==> config.mk <==
export PLATFORM = sky130hd
export DESIGN_NAME = flr_top
export DESIGN_NICKNAME = d
export VERILOG_FILES = /design/src/core/flr_pkg.sv /design/src/core/flr_top.sv /design/src/core/flr_alert_gen.sv
export SDC_FILE = /design/constraint.sdc
export NUM_CORES = 1
export LEC_CHECK = 0
export BUFFER_PORTS_ARGS = -buffer_cell sky130_fd_sc_hd__buf_2
export CAP_MARGIN = 20
export CORE_MARGIN = 2
export CORE_UTILIZATION = 50
export DETAILED_ROUTE_END_ITERATION = 16
export GPL_TIMING_DRIVEN = 0
export PLACE_DENSITY = 0.76
export SYNTH_ARGS = -nofsm -noshare
export SYNTH_HDL_FRONTEND = slang
export SYNTH_SLANG_ARGS = --single-unit
export TNS_END_PERCENT = 50
==> constraint.sdc <==
create_clock -name clk -period 2.16 [get_ports clk]
set_input_delay 0.324 -clock clk [delete_from_list [all_inputs] [get_ports clk]]
set_output_delay 0.324 -clock clk [all_outputs]
set_load 0.01 [all_outputs]
==> src/core/flr_pkg.sv <==
// Constants for the fault log and measurement result register slice.
// Assumes an 8-bit register port driven by the serial interface logic.
package flr_pkg;

  // Register offsets on the internal register port
  localparam logic [7:0] FAULT_LOG_OFFS = 8'h03;
  localparam logic [7:0] SHUNT_RES_OFFS = 8'h04;
  localparam logic [7:0] OUTV_RES_OFFS = 8'h05;
  localparam logic [7:0] AUX_RES_OFFS = 8'h06;

  // Fault log bit positions
  localparam int OVER_V_BIT = 0;
  localparam int UNDER_V_BIT = 1;
  localparam int OVER_I_BIT = 2;
  localparam int POWER_BAD_BIT = 3;
  localparam int ENABLE_CHG_BIT = 4;
  localparam int SHORT_BIT = 5;
  localparam int OD_B_BIT = 6;
  localparam int OD_C_BIT = 7;
  localparam int FAULT_BITS = 6;

  // Values after reset
  localparam logic [7:0] FAULT_LOG_RESET = 8'h80;
  localparam logic [7:0] RESULT_RESET = 8'h00;
  localparam logic [7:0] UNMAPPED_READ = 8'h00;

  // Measurement scaling, for software: LSB and full scale per result
  localparam int SHUNT_LSB_NV = 151000;
  localparam int SHUNT_FULL_UV = 38450;
  localparam int OUTV_LSB_UV = 60500;
  localparam int OUTV_FULL_MV = 15440;
  localparam int AUX_LSB_UV = 4820;
  localparam int AUX_FULL_MV = 1230;

  // Shorted pass transistor threshold: sense voltage above 1 mV
  localparam int SHORT_LIMIT_NV = 1000000;
  localparam logic [7:0] SHORT_CODE_MAX = 8'(SHORT_LIMIT_NV / SHUNT_LSB_NV);

endpackage

==> src/core/flr_top.sv <==
// Fault log, open-drain drive bits and measurement result registers.
// Assumes the serial interface logic issues single-cycle read/write strobes
// on an 8-bit register port, and the converter gives one valid pulse per
// finished conversion. All inputs except rst_n are synchronous to clk.
`timescale 1ns/100ps
// Contract
// RULE_01: Bit 7 pulls pin C low; resets 1.
// RULE_02: Bit 6 pulls pin B low; resets 0.
// RULE_03: Sense above 1 mV, transistor off: bit 5.
// RULE_04: Enable input level change sets bit 4.
// RULE_05: Power-good feedback low sets bit 3.
// RULE_06: Undervoltage input falling sets bit 1.
// RULE_07: Overvoltage input rising sets bit 0.
// RULE_08: Sense result 8 bits, 151 uV steps.
// RULE_09: Output voltage result 8 bits, 60.5 mV.
// RULE_10: Aux input result 8 bits, 4.82 mV.
// RULE_11: Overcurrent trip sets bit 2, held.
// RULE_12: No repeat alert until bit cleared.
// RULE_13: Overvoltage alert only when enabled; enable resets 0.
// RULE_14: Results refresh on every finished conversion.
module flr_top
(
  input wire logic clk,
  input wire logic rst_n,
  input wire logic [7:0] regAddr,
  input wire logic regWrEn,
  input wire logic [7:0] regWrData,
  input wire logic regRdEn,
  output logic [7:0] regRdData,
  input wire logic overvoltage_input,
  input wire logic undervoltage_input,
  input wire logic power_good_feedback,
  input wire logic cardEnableN,
  input wire logic overcurrentTrip,
  input wire logic pass_transistorOn,
  input wire logic [7:0] adcShuntCode,
  input wire logic adcShuntValid,
  input wire logic [7:0] adcOutvCode,
  input wire logic adcOutvValid,
  input wire logic [7:0] adcAuxCode,
  input wire logic adcAuxValid,
  input wire logic [5:0] alertEnable,
  input wire logic alertAck,
  output logic alertReq,
  input wire logic open_drain_out_cIn,
  output logic open_drain_out_cOut,
  output logic open_drain_out_cOe,
  input wire logic open_drain_out_bIn,
  output logic open_drain_out_bOut,
  output logic open_drain_out_bOe
);

  logic rstMeta_reg; // Reset synchroniser, first stage
  logic rstSyncN_reg; // Reset synchroniser, second stage
  logic [7:0] faultLog_reg; // Fault log and drive bits
  logic [7:0] faultLog_next;
  logic [7:0] shuntRes_reg; // Sense voltage result
  logic [7:0] outvRes_reg; // Output voltage result
  logic [7:0] auxRes_reg; // Aux input result
  logic overvPrev_reg; // Overvoltage input one cycle ago
  logic undervPrev_reg; // Undervoltage input one cycle ago
  logic enPrev_reg; // Enable input one cycle ago
  logic [5:0] faultEvt; // Set requests for fault bits
  logic wrFault; // Host write to the fault log
  logic pinsSeen; // Pin readbacks, only to keep them loaded

  // Reset release through two flops; assertion stays asynchronous
  always_ff @(posedge clk or negedge rst_n)
  begin
    if (!rst_n)
    begin
      rstMeta_reg <= 1'b0;
      rstSyncN_reg <= 1'b0;
    end
    else
    begin
      rstMeta_reg <= 1'b1;
      rstSyncN_reg <= rstMeta_reg;
    end
  end

  // Previous input levels for edge detection
  always_ff @(posedge clk or negedge rstSyncN_reg)
  begin
    if (!rstSyncN_reg)
    begin
      // Idle levels, so no false edge right after reset
      overvPrev_reg <= 1'b0;
      undervPrev_reg <= 1'b1;
      enPrev_reg <= 1'b1;
    end
    else
    begin
      overvPrev_reg <= overvoltage_input;
      undervPrev_reg <= undervoltage_input;
      enPrev_reg <= cardEnableN;
    end
  end

  // Fault events, one per fault bit 5:0; drive bits 7:6 have none
  always_comb
  begin
    faultEvt = 6'h00;
    faultEvt[flr_pkg::OVER_V_BIT] = overvoltage_input && !overvPrev_reg; // RULE_07
    faultEvt[flr_pkg::UNDER_V_BIT] = undervPrev_reg && !undervoltage_input; // RULE_06
    faultEvt[flr_pkg::OVER_I_BIT] = overcurrentTrip; // RULE_11
    // Level, so a feedback that stays low keeps re-setting a cleared bit
    faultEvt[flr_pkg::POWER_BAD_BIT] = !power_good_feedback; // RULE_05
    faultEvt[flr_pkg::ENABLE_CHG_BIT] = cardEnableN != enPrev_reg; // RULE_04
    // Judged on the latest stored sense result, not raw converter data
    faultEvt[flr_pkg::SHORT_BIT] =
      !pass_transistorOn && (shuntRes_reg > flr_pkg::SHORT_CODE_MAX); // RULE_03
  end

  assign wrFault = regWrEn && (regAddr == flr_pkg::FAULT_LOG_OFFS);

  // Next fault log: host write replaces, events always win
  always_comb
  begin
    faultLog_next = faultLog_reg;
    if (wrFault)
      faultLog_next = regWrData; // RULE_01 RULE_02
    // Set beats a same-cycle clear, so no fault is lost
    faultLog_next[5:0] = faultLog_next[5:0] | faultEvt; // RULE_11
  end

  // Fault log register
  always_ff @(posedge clk or negedge rstSyncN_reg)
  begin
    if (!rstSyncN_reg)
      faultLog_reg <= flr_pkg::FAULT_LOG_RESET; // RULE_01 RULE_02
    else
      faultLog_reg <= faultLog_next;
  end

  // Open-drain pins: drive low only while the bit is set
  assign open_drain_out_cOut = 1'b0;
  assign open_drain_out_cOe = faultLog_reg[flr_pkg::OD_C_BIT]; // RULE_01
  assign open_drain_out_bOut = 1'b0;
  assign open_drain_out_bOe = faultLog_reg[flr_pkg::OD_B_BIT]; // RULE_02
  // Pin levels are reported by the status slice, not here
  assign pinsSeen = open_drain_out_cIn ^ open_drain_out_bIn;

  // Sense result; a conversion wins over a host write
  always_ff @(posedge clk or negedge rstSyncN_reg)
  begin
    if (!rstSyncN_reg)
      shuntRes_reg <= flr_pkg::RESULT_RESET;
    else if (adcShuntValid)
      shuntRes_reg <= adcShuntCode; // RULE_08 RULE_14
    else if (regWrEn && (regAddr == flr_pkg::SHUNT_RES_OFFS))
      shuntRes_reg <= regWrData;
  end

  // Output voltage result
  always_ff @(posedge clk or negedge rstSyncN_reg)
  begin
    if (!rstSyncN_reg)
      outvRes_reg <= flr_pkg::RESULT_RESET;
    else if (adcOutvValid)
      outvRes_reg <= adcOutvCode; // RULE_09 RULE_14
    else if (regWrEn && (regAddr == flr_pkg::OUTV_RES_OFFS))
      outvRes_reg <= regWrData;
  end

  // Aux input result
  always_ff @(posedge clk or negedge rstSyncN_reg)
  begin
    if (!rstSyncN_reg)
      auxRes_reg <= flr_pkg::RESULT_RESET;
    else if (adcAuxValid)
      auxRes_reg <= adcAuxCode; // RULE_10 RULE_14
    else if (regWrEn && (regAddr == flr_pkg::AUX_RES_OFFS))
      auxRes_reg <= regWrData;
  end

  // Read data, registered; reads have no side effects
  always_ff @(posedge clk or negedge rstSyncN_reg)
  begin
    if (!rstSyncN_reg)
      regRdData <= flr_pkg::UNMAPPED_READ;
    else if (regRdEn)
    begin
      unique case (regAddr)
        flr_pkg::FAULT_LOG_OFFS: regRdData <= faultLog_reg;
        flr_pkg::SHUNT_RES_OFFS: regRdData <= shuntRes_reg;
        flr_pkg::OUTV_RES_OFFS: regRdData <= outvRes_reg;
        flr_pkg::AUX_RES_OFFS: regRdData <= auxRes_reg;
        // Other slices answer elsewhere; this one returns zero
        default: regRdData <= flr_pkg::UNMAPPED_READ;
      endcase
    end
  end

  // One alert per fresh fault, gated by the enables
  flr_alert_gen u_alert
  (
    .clk(clk),
    .rstSyncN(rstSyncN_reg),
    .faultBits(faultLog_reg[5:0]),
    .alertEnable(alertEnable),
    .alertAck(alertAck),
    .alertReq(alertReq)
  );

  property p_od_c;
    @(posedge clk) disable iff (!rstSyncN_reg)
    wrFault |=> (open_drain_out_cOe == $past(regWrData[7])) && !open_drain_out_cOut;
  endproperty
  a_od_c: assert property (p_od_c) else $error("Pin C drive mismatch"); // RULE_01

  property p_od_b;
    @(posedge clk) disable iff (!rstSyncN_reg)
    wrFault |=> (open_drain_out_bOe == $past(regWrData[6])) && !open_drain_out_bOut;
  endproperty
  a_od_b: assert property (p_od_b) else $error("Pin B drive mismatch"); // RULE_02

  property p_short;
    @(posedge clk) disable iff (!rstSyncN_reg)
    (!pass_transistorOn && (shuntRes_reg > flr_pkg::SHORT_CODE_MAX)) |=> faultLog_reg[5];
  endproperty
  a_short: assert property (p_short) else $error("Short not logged"); // RULE_03

  property p_en_chg;
    @(posedge clk) disable iff (!rstSyncN_reg)
    (cardEnableN != enPrev_reg) |=> faultLog_reg[4];
  endproperty
  a_en_chg: assert property (p_en_chg) else $error("Enable change not logged"); // RULE_04

  property p_pbad;
    @(posedge clk) disable iff (!rstSyncN_reg)
    !power_good_feedback |=> faultLog_reg[3];
  endproperty
  a_pbad: assert property (p_pbad) else $error("Power bad not logged"); // RULE_05

  property p_underv;
    @(posedge clk) disable iff (!rstSyncN_reg)
    (undervPrev_reg && !undervoltage_input) |=> faultLog_reg[1];
  endproperty
  a_underv: assert property (p_underv) else $error("Undervoltage not logged"); // RULE_06

  property p_overv;
    @(posedge clk) disable iff (!rstSyncN_reg)
    (overvoltage_input && !overvPrev_reg) |=> faultLog_reg[0];
  endproperty
  a_overv: assert property (p_overv) else $error("Overvoltage not logged"); // RULE_07

  property p_oc_hold;
    @(posedge clk) disable iff (!rstSyncN_reg)
    (faultLog_reg[2] && !wrFault) |=> faultLog_reg[2];
  endproperty
  a_oc_hold: assert property (p_oc_hold) else $error("Overcurrent bit lost"); // RULE_11

  property p_refresh;
    @(posedge clk) disable iff (!rstSyncN_reg)
    adcOutvValid |=> (outvRes_reg == $past(adcOutvCode));
  endproperty
  a_refresh: assert property (p_refresh) else $error("Result not refreshed"); // RULE_09 RULE_14

endmodule

==> src/core/flr_alert_gen.sv <==
// Alert generator: one pending flag per logged fault, gated by enables.
// Assumes fault bits come straight from the fault log flip-flops.
`timescale 1ns/100ps
module flr_alert_gen
(
  input wire logic clk,
  input wire logic rstSyncN,
  input wire logic [5:0] faultBits,
  input wire logic [5:0] alertEnable,
  input wire logic alertAck,
  output logic alertReq
);

  logic [5:0] faultPrev_reg; // Fault bits one cycle ago
  logic [5:0] pend_reg; // Alert pending per fault
  logic [5:0] riseHit; // Fresh, enabled fault per bit

  // Remember last fault state to see fresh faults only
  always_ff @(posedge clk or negedge rstSyncN)
  begin
    if (!rstSyncN)
      faultPrev_reg <= 6'h00;
    else
      faultPrev_reg <= faultBits;
  end

  // Per-bit pending flags; a fresh fault beats an acknowledge
  genvar i;
  generate
    for (i = 0; i < 6; i++)
    begin : g_pend
      // A still-set fault bit cannot re-alert until it is cleared
      assign riseHit[i] = faultBits[i] && !faultPrev_reg[i] && alertEnable[i]; // RULE_12 RULE_13
      always_ff @(posedge clk or negedge rstSyncN)
      begin
        if (!rstSyncN)
          pend_reg[i] <= 1'b0;
        else if (riseHit[i])
          pend_reg[i] <= 1'b1;
        else if (alertAck)
          pend_reg[i] <= 1'b0;
      end
    end
  endgenerate

  // Handshake output, combinational from the flags
  assign alertReq = |pend_reg;

  property p_overv_alert;
    @(posedge clk) disable iff (!rstSyncN)
    (faultBits[0] && !faultPrev_reg[0] && alertEnable[0]) |=> alertReq;
  endproperty
  a_overv_alert: assert property (p_overv_alert) else $error("Overvoltage alert missing"); // RULE_13

  property p_overv_masked;
    @(posedge clk) disable iff (!rstSyncN)
    (!alertReq && !alertEnable[0] && faultBits[0] && (riseHit[5:1] == 5'h00)) |=> !alertReq;
  endproperty
  a_overv_masked: assert property (p_overv_masked) else $error("Masked fault raised alert"); // RULE_13

  property p_no_rearm;
    @(posedge clk) disable iff (!rstSyncN)
    (!alertReq && (faultBits == faultPrev_reg)) |=> !alertReq;
  endproperty
  a_no_rearm: assert property (p_no_rearm) else $error("Alert without fresh fault"); // RULE_12

endmodule

# After elaboration in Yosys (flattened, before gate mapping)
# Index checks and enable logic that the tools add are counted.
# word_totals
regBits	57
output_inout_bits	13
# classes
n_mux	15
n_reduce_logical	39
n_bitwise	1
n_lt_le_gt_ge	1
n_eq_ne	5
# ops
op	n
$mux 8	6
$pmux 8 s4	1
$eq 8x3->1 const B	3
$logic_and 1x1->1	19
$reduce_bool 2->1	9
$logic_not 1->1	10
$eq 8x2->1 const B	1
$gt 8x3->1 const B	1
$mux 1	7
$mux 6	1
$or 6x6->6	1
$reduce_or 6->1	1
$ne 1x1->1	1

# Depth between registers and ports, before layout
# logic_depth
ltp_word	4
mapped_depth	5
depth_no_buf	3

# By module
# A second synthesis with hierarchy kept.
# unflattened
cells_unflattened	241
hier_area_um2	2788.9
# modules_own_cells
mod	seq_area_each_um2	area_per_inst_um2	instances	cells_each
flr_top	1129.8	2394.8	1	209
flr_alert_gen	300.3	394.1	1	32

# Least setup slack after synthesis
# No wires, ideal clock.
# synth_path
path_type	input-to-reg
start	in regAddr[5]
end	reg shuntRes_reg[1]
cell_stages	4
setup_slack_ps	576
t_arrival_ps	1438
cell_sequence	or4_1 -> buf_2 -> nor4_4 -> o311ai_0
# synth_via
elab_chain_len	3
# synth_rtl
item	line_no	rtl
from (decl)	flr_top.sv:25	input wire logic [7:0] regAddr,
$eq 8x3->1	flr_top.sv:151	else if (regWrEn && (regAddr == flr_pkg::SHUNT_RES_OFFS))
$logic_and 1x1->1	flr_top.sv:151	
$reduce_bool 2->1 (no line)	n/a	
to (signal assigned)	flr_top.sv:148	shuntRes_reg <= flr_pkg::RESULT_RESET;
to (signal assigned)	flr_top.sv:150	shuntRes_reg <= adcShuntCode;
to (signal assigned)	flr_top.sv:152	shuntRes_reg <= regWrData;
to (decl)	flr_top.sv:57	logic [7:0] shuntRes_reg;
# Every way passes these cells.
# A chain may end at the register's enable or synchronous reset.

# Final worst setup path
# layout_path
start	in regAddr[5]
end	reg shuntRes_reg[4]
# Same word-level chain as after synthesis.

==> results_tabular.tex <==
\begin{tabular}{lr}
\hline
Metric & Value \\
\hline
\multicolumn{2}{l}{\textbf{Run status}} \\
Result of the run & finished clean \\
\multicolumn{2}{l}{\textbf{Clock network}} \\
Clock tree from TritonCTS & built \\
Count of hold buffers inserted by post-cts repair & 1 \\
H-tree depth & 3 \\
Bufs on Longest Clock Path & 2 \\
Quantity of gates resized following cts & 0 \\
CTS buffer count & 9 \\
Setup Buffers After CTS & 0 \\
Sink count of the clock tree & 57 \\
Worst-path clk slew & 0.06 ns \\
Clock Latency Late Sink & 0.33 ns \\
Cell at the root of the clock tree & clkbuf\_8 \\
\multicolumn{2}{l}{\textbf{Synthesis}} \\
Multiplexer share of the synthesized area & 5.31\% \\
Syn Std Cell Area & 2870 µm² \\
Distinct cells, synth & 41 \\
Synth Area per Inst & 10.3 µm² \\
Synthesized instance count & 279 \\
Number of warnings issued by yosys & 0 \\
Proportion of synthesized chip area in sequential cells & 49.8\% \\
Basic-gate share of the synthesized area counting and, or, nand and nor cells & 17.9\% \\
Synthesized-area fraction occupied by ao, oa, aoi and oai cells & 20.0\% \\
Post-synthesis xor/xnor area fraction & 0.305\% \\
Dominant combinational cell family by area after synthesis & compound AO/OA/AOI/OAI gates \\
Share of synthesized cell area in full adder, half adder and majority cells & 0\% \\
Total of flip-flops plus latches after synthesis & 57 \\
\multicolumn{2}{l}{\textbf{Setup path}} \\
Element type at the critical path end & flop \\
Required @ worst endpoint & 2.34 ns \\
Crit path arrival time & 1.90 ns \\
Flop2flop setup slack & 0.86 ns \\
Maximum net fanout on the critical path & 10 \\
Critical Path Sink & shuntRes\_reg[4] \\
Startpoint of the worst setup timing path & regAddr[5] \\
Endpoint of the worst register-to-register path & faultLog\_reg[5] \\
Startpoint of the worst-slack reg-to-reg timing path & shuntRes\_reg[3] \\
Path depth of the worst reg2reg path & 3 \\
Crit Path Class & in -> reg \\
Nature of the critical path startpoint & input port \\
\multicolumn{2}{l}{\textbf{STA}} \\
Setup violation total in the final timing report & 0 \\
Final WS setup & 0.437 ns \\
Fin Clk Skew & 0.00419 ns \\
Hold Vio Cnt, Final & 0 \\
Slew HR & 42.3\% \\
Final worst-path cycle share & 79.8\% \\
Max-slew violation count & 0 \\
Least-Margin Pin Slew & 0.859 ns \\
RSZ-0062 raised after global routing & false \\
Minimum clock period after layout & 1.72 ns \\
Fmax & 0.580 GHz \\
Hold WS & 0.104 ns \\
\multicolumn{2}{l}{\textbf{Global route}} \\
Largest net degree at the start of global routing & 32 \\
First-pass GRT wire length & 12500 µm \\
Total routing usage reported by global routing & 26.1\% \\
Antenna violations before repair & 0 \\
Congestion Overflow GR & 0 \\
Vias in the first global route & 2490 \\
\multicolumn{2}{l}{\textbf{Run}} \\
Max-cap violations & 0 \\
\multicolumn{2}{l}{\textbf{Final layout}} \\
Fraction of layout cells with a size suffix above 1 & 30.0\% \\
Design Area, Final & 3530 µm² \\
Count of fill cells added during filler insertion & 471 \\
Final layout net count & 424 \\
Final antenna diode count & 0 \\
Area overhead of the layout relative to synthesis & 23.0\% \\
\multicolumn{2}{l}{\textbf{Die}} \\
Die X & 79.8 µm \\
I/O pin count & 75 \\
Effective utilization at floorplan & 51.9\% \\
Placement Rows & 27 \\
Area of the placeable core & 5540 µm² \\
Die Span Y & 79.8 µm \\
Die area & 6370 µm² \\
\multicolumn{2}{l}{\textbf{Detailed routing}} \\
DRC violation count after routing & 0 \\
ANT nets after route & 0 \\
Initial drt markers & 216 \\
First-pass iteration count of the detailed router & 5 \\
Total number of vias & 2560 \\
Routed length per placed instance & 16.9 µm \\
Total detailed-routing wirelength & 7440 µm \\
Post-DR vias/cell & 5.83 \\
\multicolumn{2}{l}{\textbf{Place}} \\
Port bufs & 69 \\
Detailed Place HPWL & 5550 µm \\
Routability cong. & 0.830 \\
Post-placement cell area & 3330 µm² \\
Worst setup slack after placement & 0.145 ns \\
\multicolumn{2}{l}{\textbf{Pwr}} \\
Areal power density over the cells & 680 nW/µm² \\
Worst IR drop on VDD & 0.424 mV \\
Static leakage & 1.55 nW \\
\multicolumn{2}{l}{\textbf{Min path}} \\
Worst hold-check path type & in -> reg \\
\hline
\end{tabular}
-- how the worst min path moves through the flow --
stage | start | end | cells after the start
2_1_floorplan | rst_n | rstMeta_reg | 0
3_3_place_gp | rst_n | rstSyncN_reg | 1
3_5_place_dp | rst_n | rstMeta_reg | 1
4_1_cts | undervoltage_input | undervPrev_reg | 1
5_1_grt | undervoltage_input | undervPrev_reg | 1
6_report | cardEnableN | enPrev_reg | 1
-- power by group --
group          internal, mW  switching [mW]  total [mW]  leakage, nW
logic                 0.122           0.151       0.274        0.789
clock network         0.561           0.402       0.964       0.0974
registers              1.12          0.0462        1.17        0.663
total                  1.80           0.600        2.40         1.55
-- synth_stat cells --
cell       count  area share (%)
dfrtp_1       54              47
inv_1         26             3.4
nand4_1       17             3.7
nand2_1       16             2.1
o311ai_0      16             4.9
a22oi_1       14             3.7
nor2b_1       13             2.8
mux2_2        10             3.9
nor2_1        10             1.3
a41oi_1        9             2.7
a21boi_0       8             2.1
a21oi_1        8             1.4
nand2b_1       8             1.7
o31ai_1        8             2.1
buf_2          7             1.2
nand3b_1       7             1.8
clkbuf_1       6            0.78
o21ai_0        6             1.0
buf_1          4            0.52
mux2i_1        4             1.4
and3b_1        3            0.91
dfstp_2        3             2.7
and3_1         2            0.44
buf_4          2            0.52
conb_1         2            0.26
a211o_1        1            0.30
a221oi_1       1            0.30
a311oi_1       1            0.30
a31oi_1        1            0.22
and4b_1        1            0.35
nand3_1        1            0.17
nor4_1         1            0.22
nor4_2         1            0.44
nor4_4         1            0.74
nor4b_1        1            0.30
nor4b_2        1            0.52
o2111ai_2      1            0.52
o211ai_1       1            0.26
o22ai_1        1            0.22
or4_1          1            0.26
xor2_1         1            0.30
-- critical path, stage by stage --
cell and delay (ns):
buf_2 0.11, nor4b_1 0.46, clkbuf_1 0.40, buf_2 0.31, nand4_1 0.13, o311ai_0 0.15
-- per-layer routing --
layer / part of all wire (%) / vias to the layer above / wire [µm] / track usage (%)
met1: 43 / 1223 / 3180 / 36.5
met4: 4.4 / 0 / 330 / 14.6
met5: 0 / - / 0 / 0
met2: 46 / 107 / 3410 / 38.7
met3: 7.0 / 30 / 521 / 4.41
li1: - / 1200 / - / -
-- stage by stage --
step / utilization [%] / std cells / total power, mW / TNS, ns
CTS: 63.8 / 439 / 2.41 / 0
global placement: 59.8 / 421 / 1.44 / -8.39
detailed placement: 60.2 / 422 / 1.45 / 0
floorplan: - / 280 / 1.31 / 0
global route: 63.8 / 439 / 2.50 / 0
finish: 63.8 / 439 / 2.40 / 0
-- cell usage in the layout, fill, tap and decap left out, types with 6 or more instances in the layout --
cell type	netlist	final
buf_2	7	76
dfrtp_1	54	53
inv_1	26	26
nand4_1	17	17
nand2_1	16	16
o311ai_0	16	16
a22oi_1	14	14
nor2b_1	13	13
nor2_1	10	10
mux2_2	10	10
clkbuf_8	0	10
clkbuf_1	6	9
a41oi_1	9	9
nand2b_1	8	8
o31ai_1	8	8
a21oi_1	8	8
a21boi_0	8	8
nand3b_1	7	7
o21ai_0	6	6
-- area by class of cell --
| type | count | area, µm² | share of cell area [%] |
|---|---|---|---|
| Sequential cell | 57 | 1430 | 40.5 |
| Multi-Input combinational cell | 178 | 1260 | 35.7 |
| Timing Repair Buffer | 71 | 375 | 10.6 |
| Clock buffer | 13 | 149 | 4.22 |
| Inverter | 26 | 97.6 | 2.76 |
| Tap cell | 72 | 90.1 | 2.55 |
| Buffer | 19 | 87.6 | 2.48 |
| Clock inverter | 3 | 40.0 | 1.13 |
-- cells by family after synthesis --
logic type	count (synthesis)
buf+inv	45
xor+xnor	1
mux	14
simple gates	84
other cells	2
compound gates	76
flops	57
No activity file was read; power rests on OpenSTA's default activity.
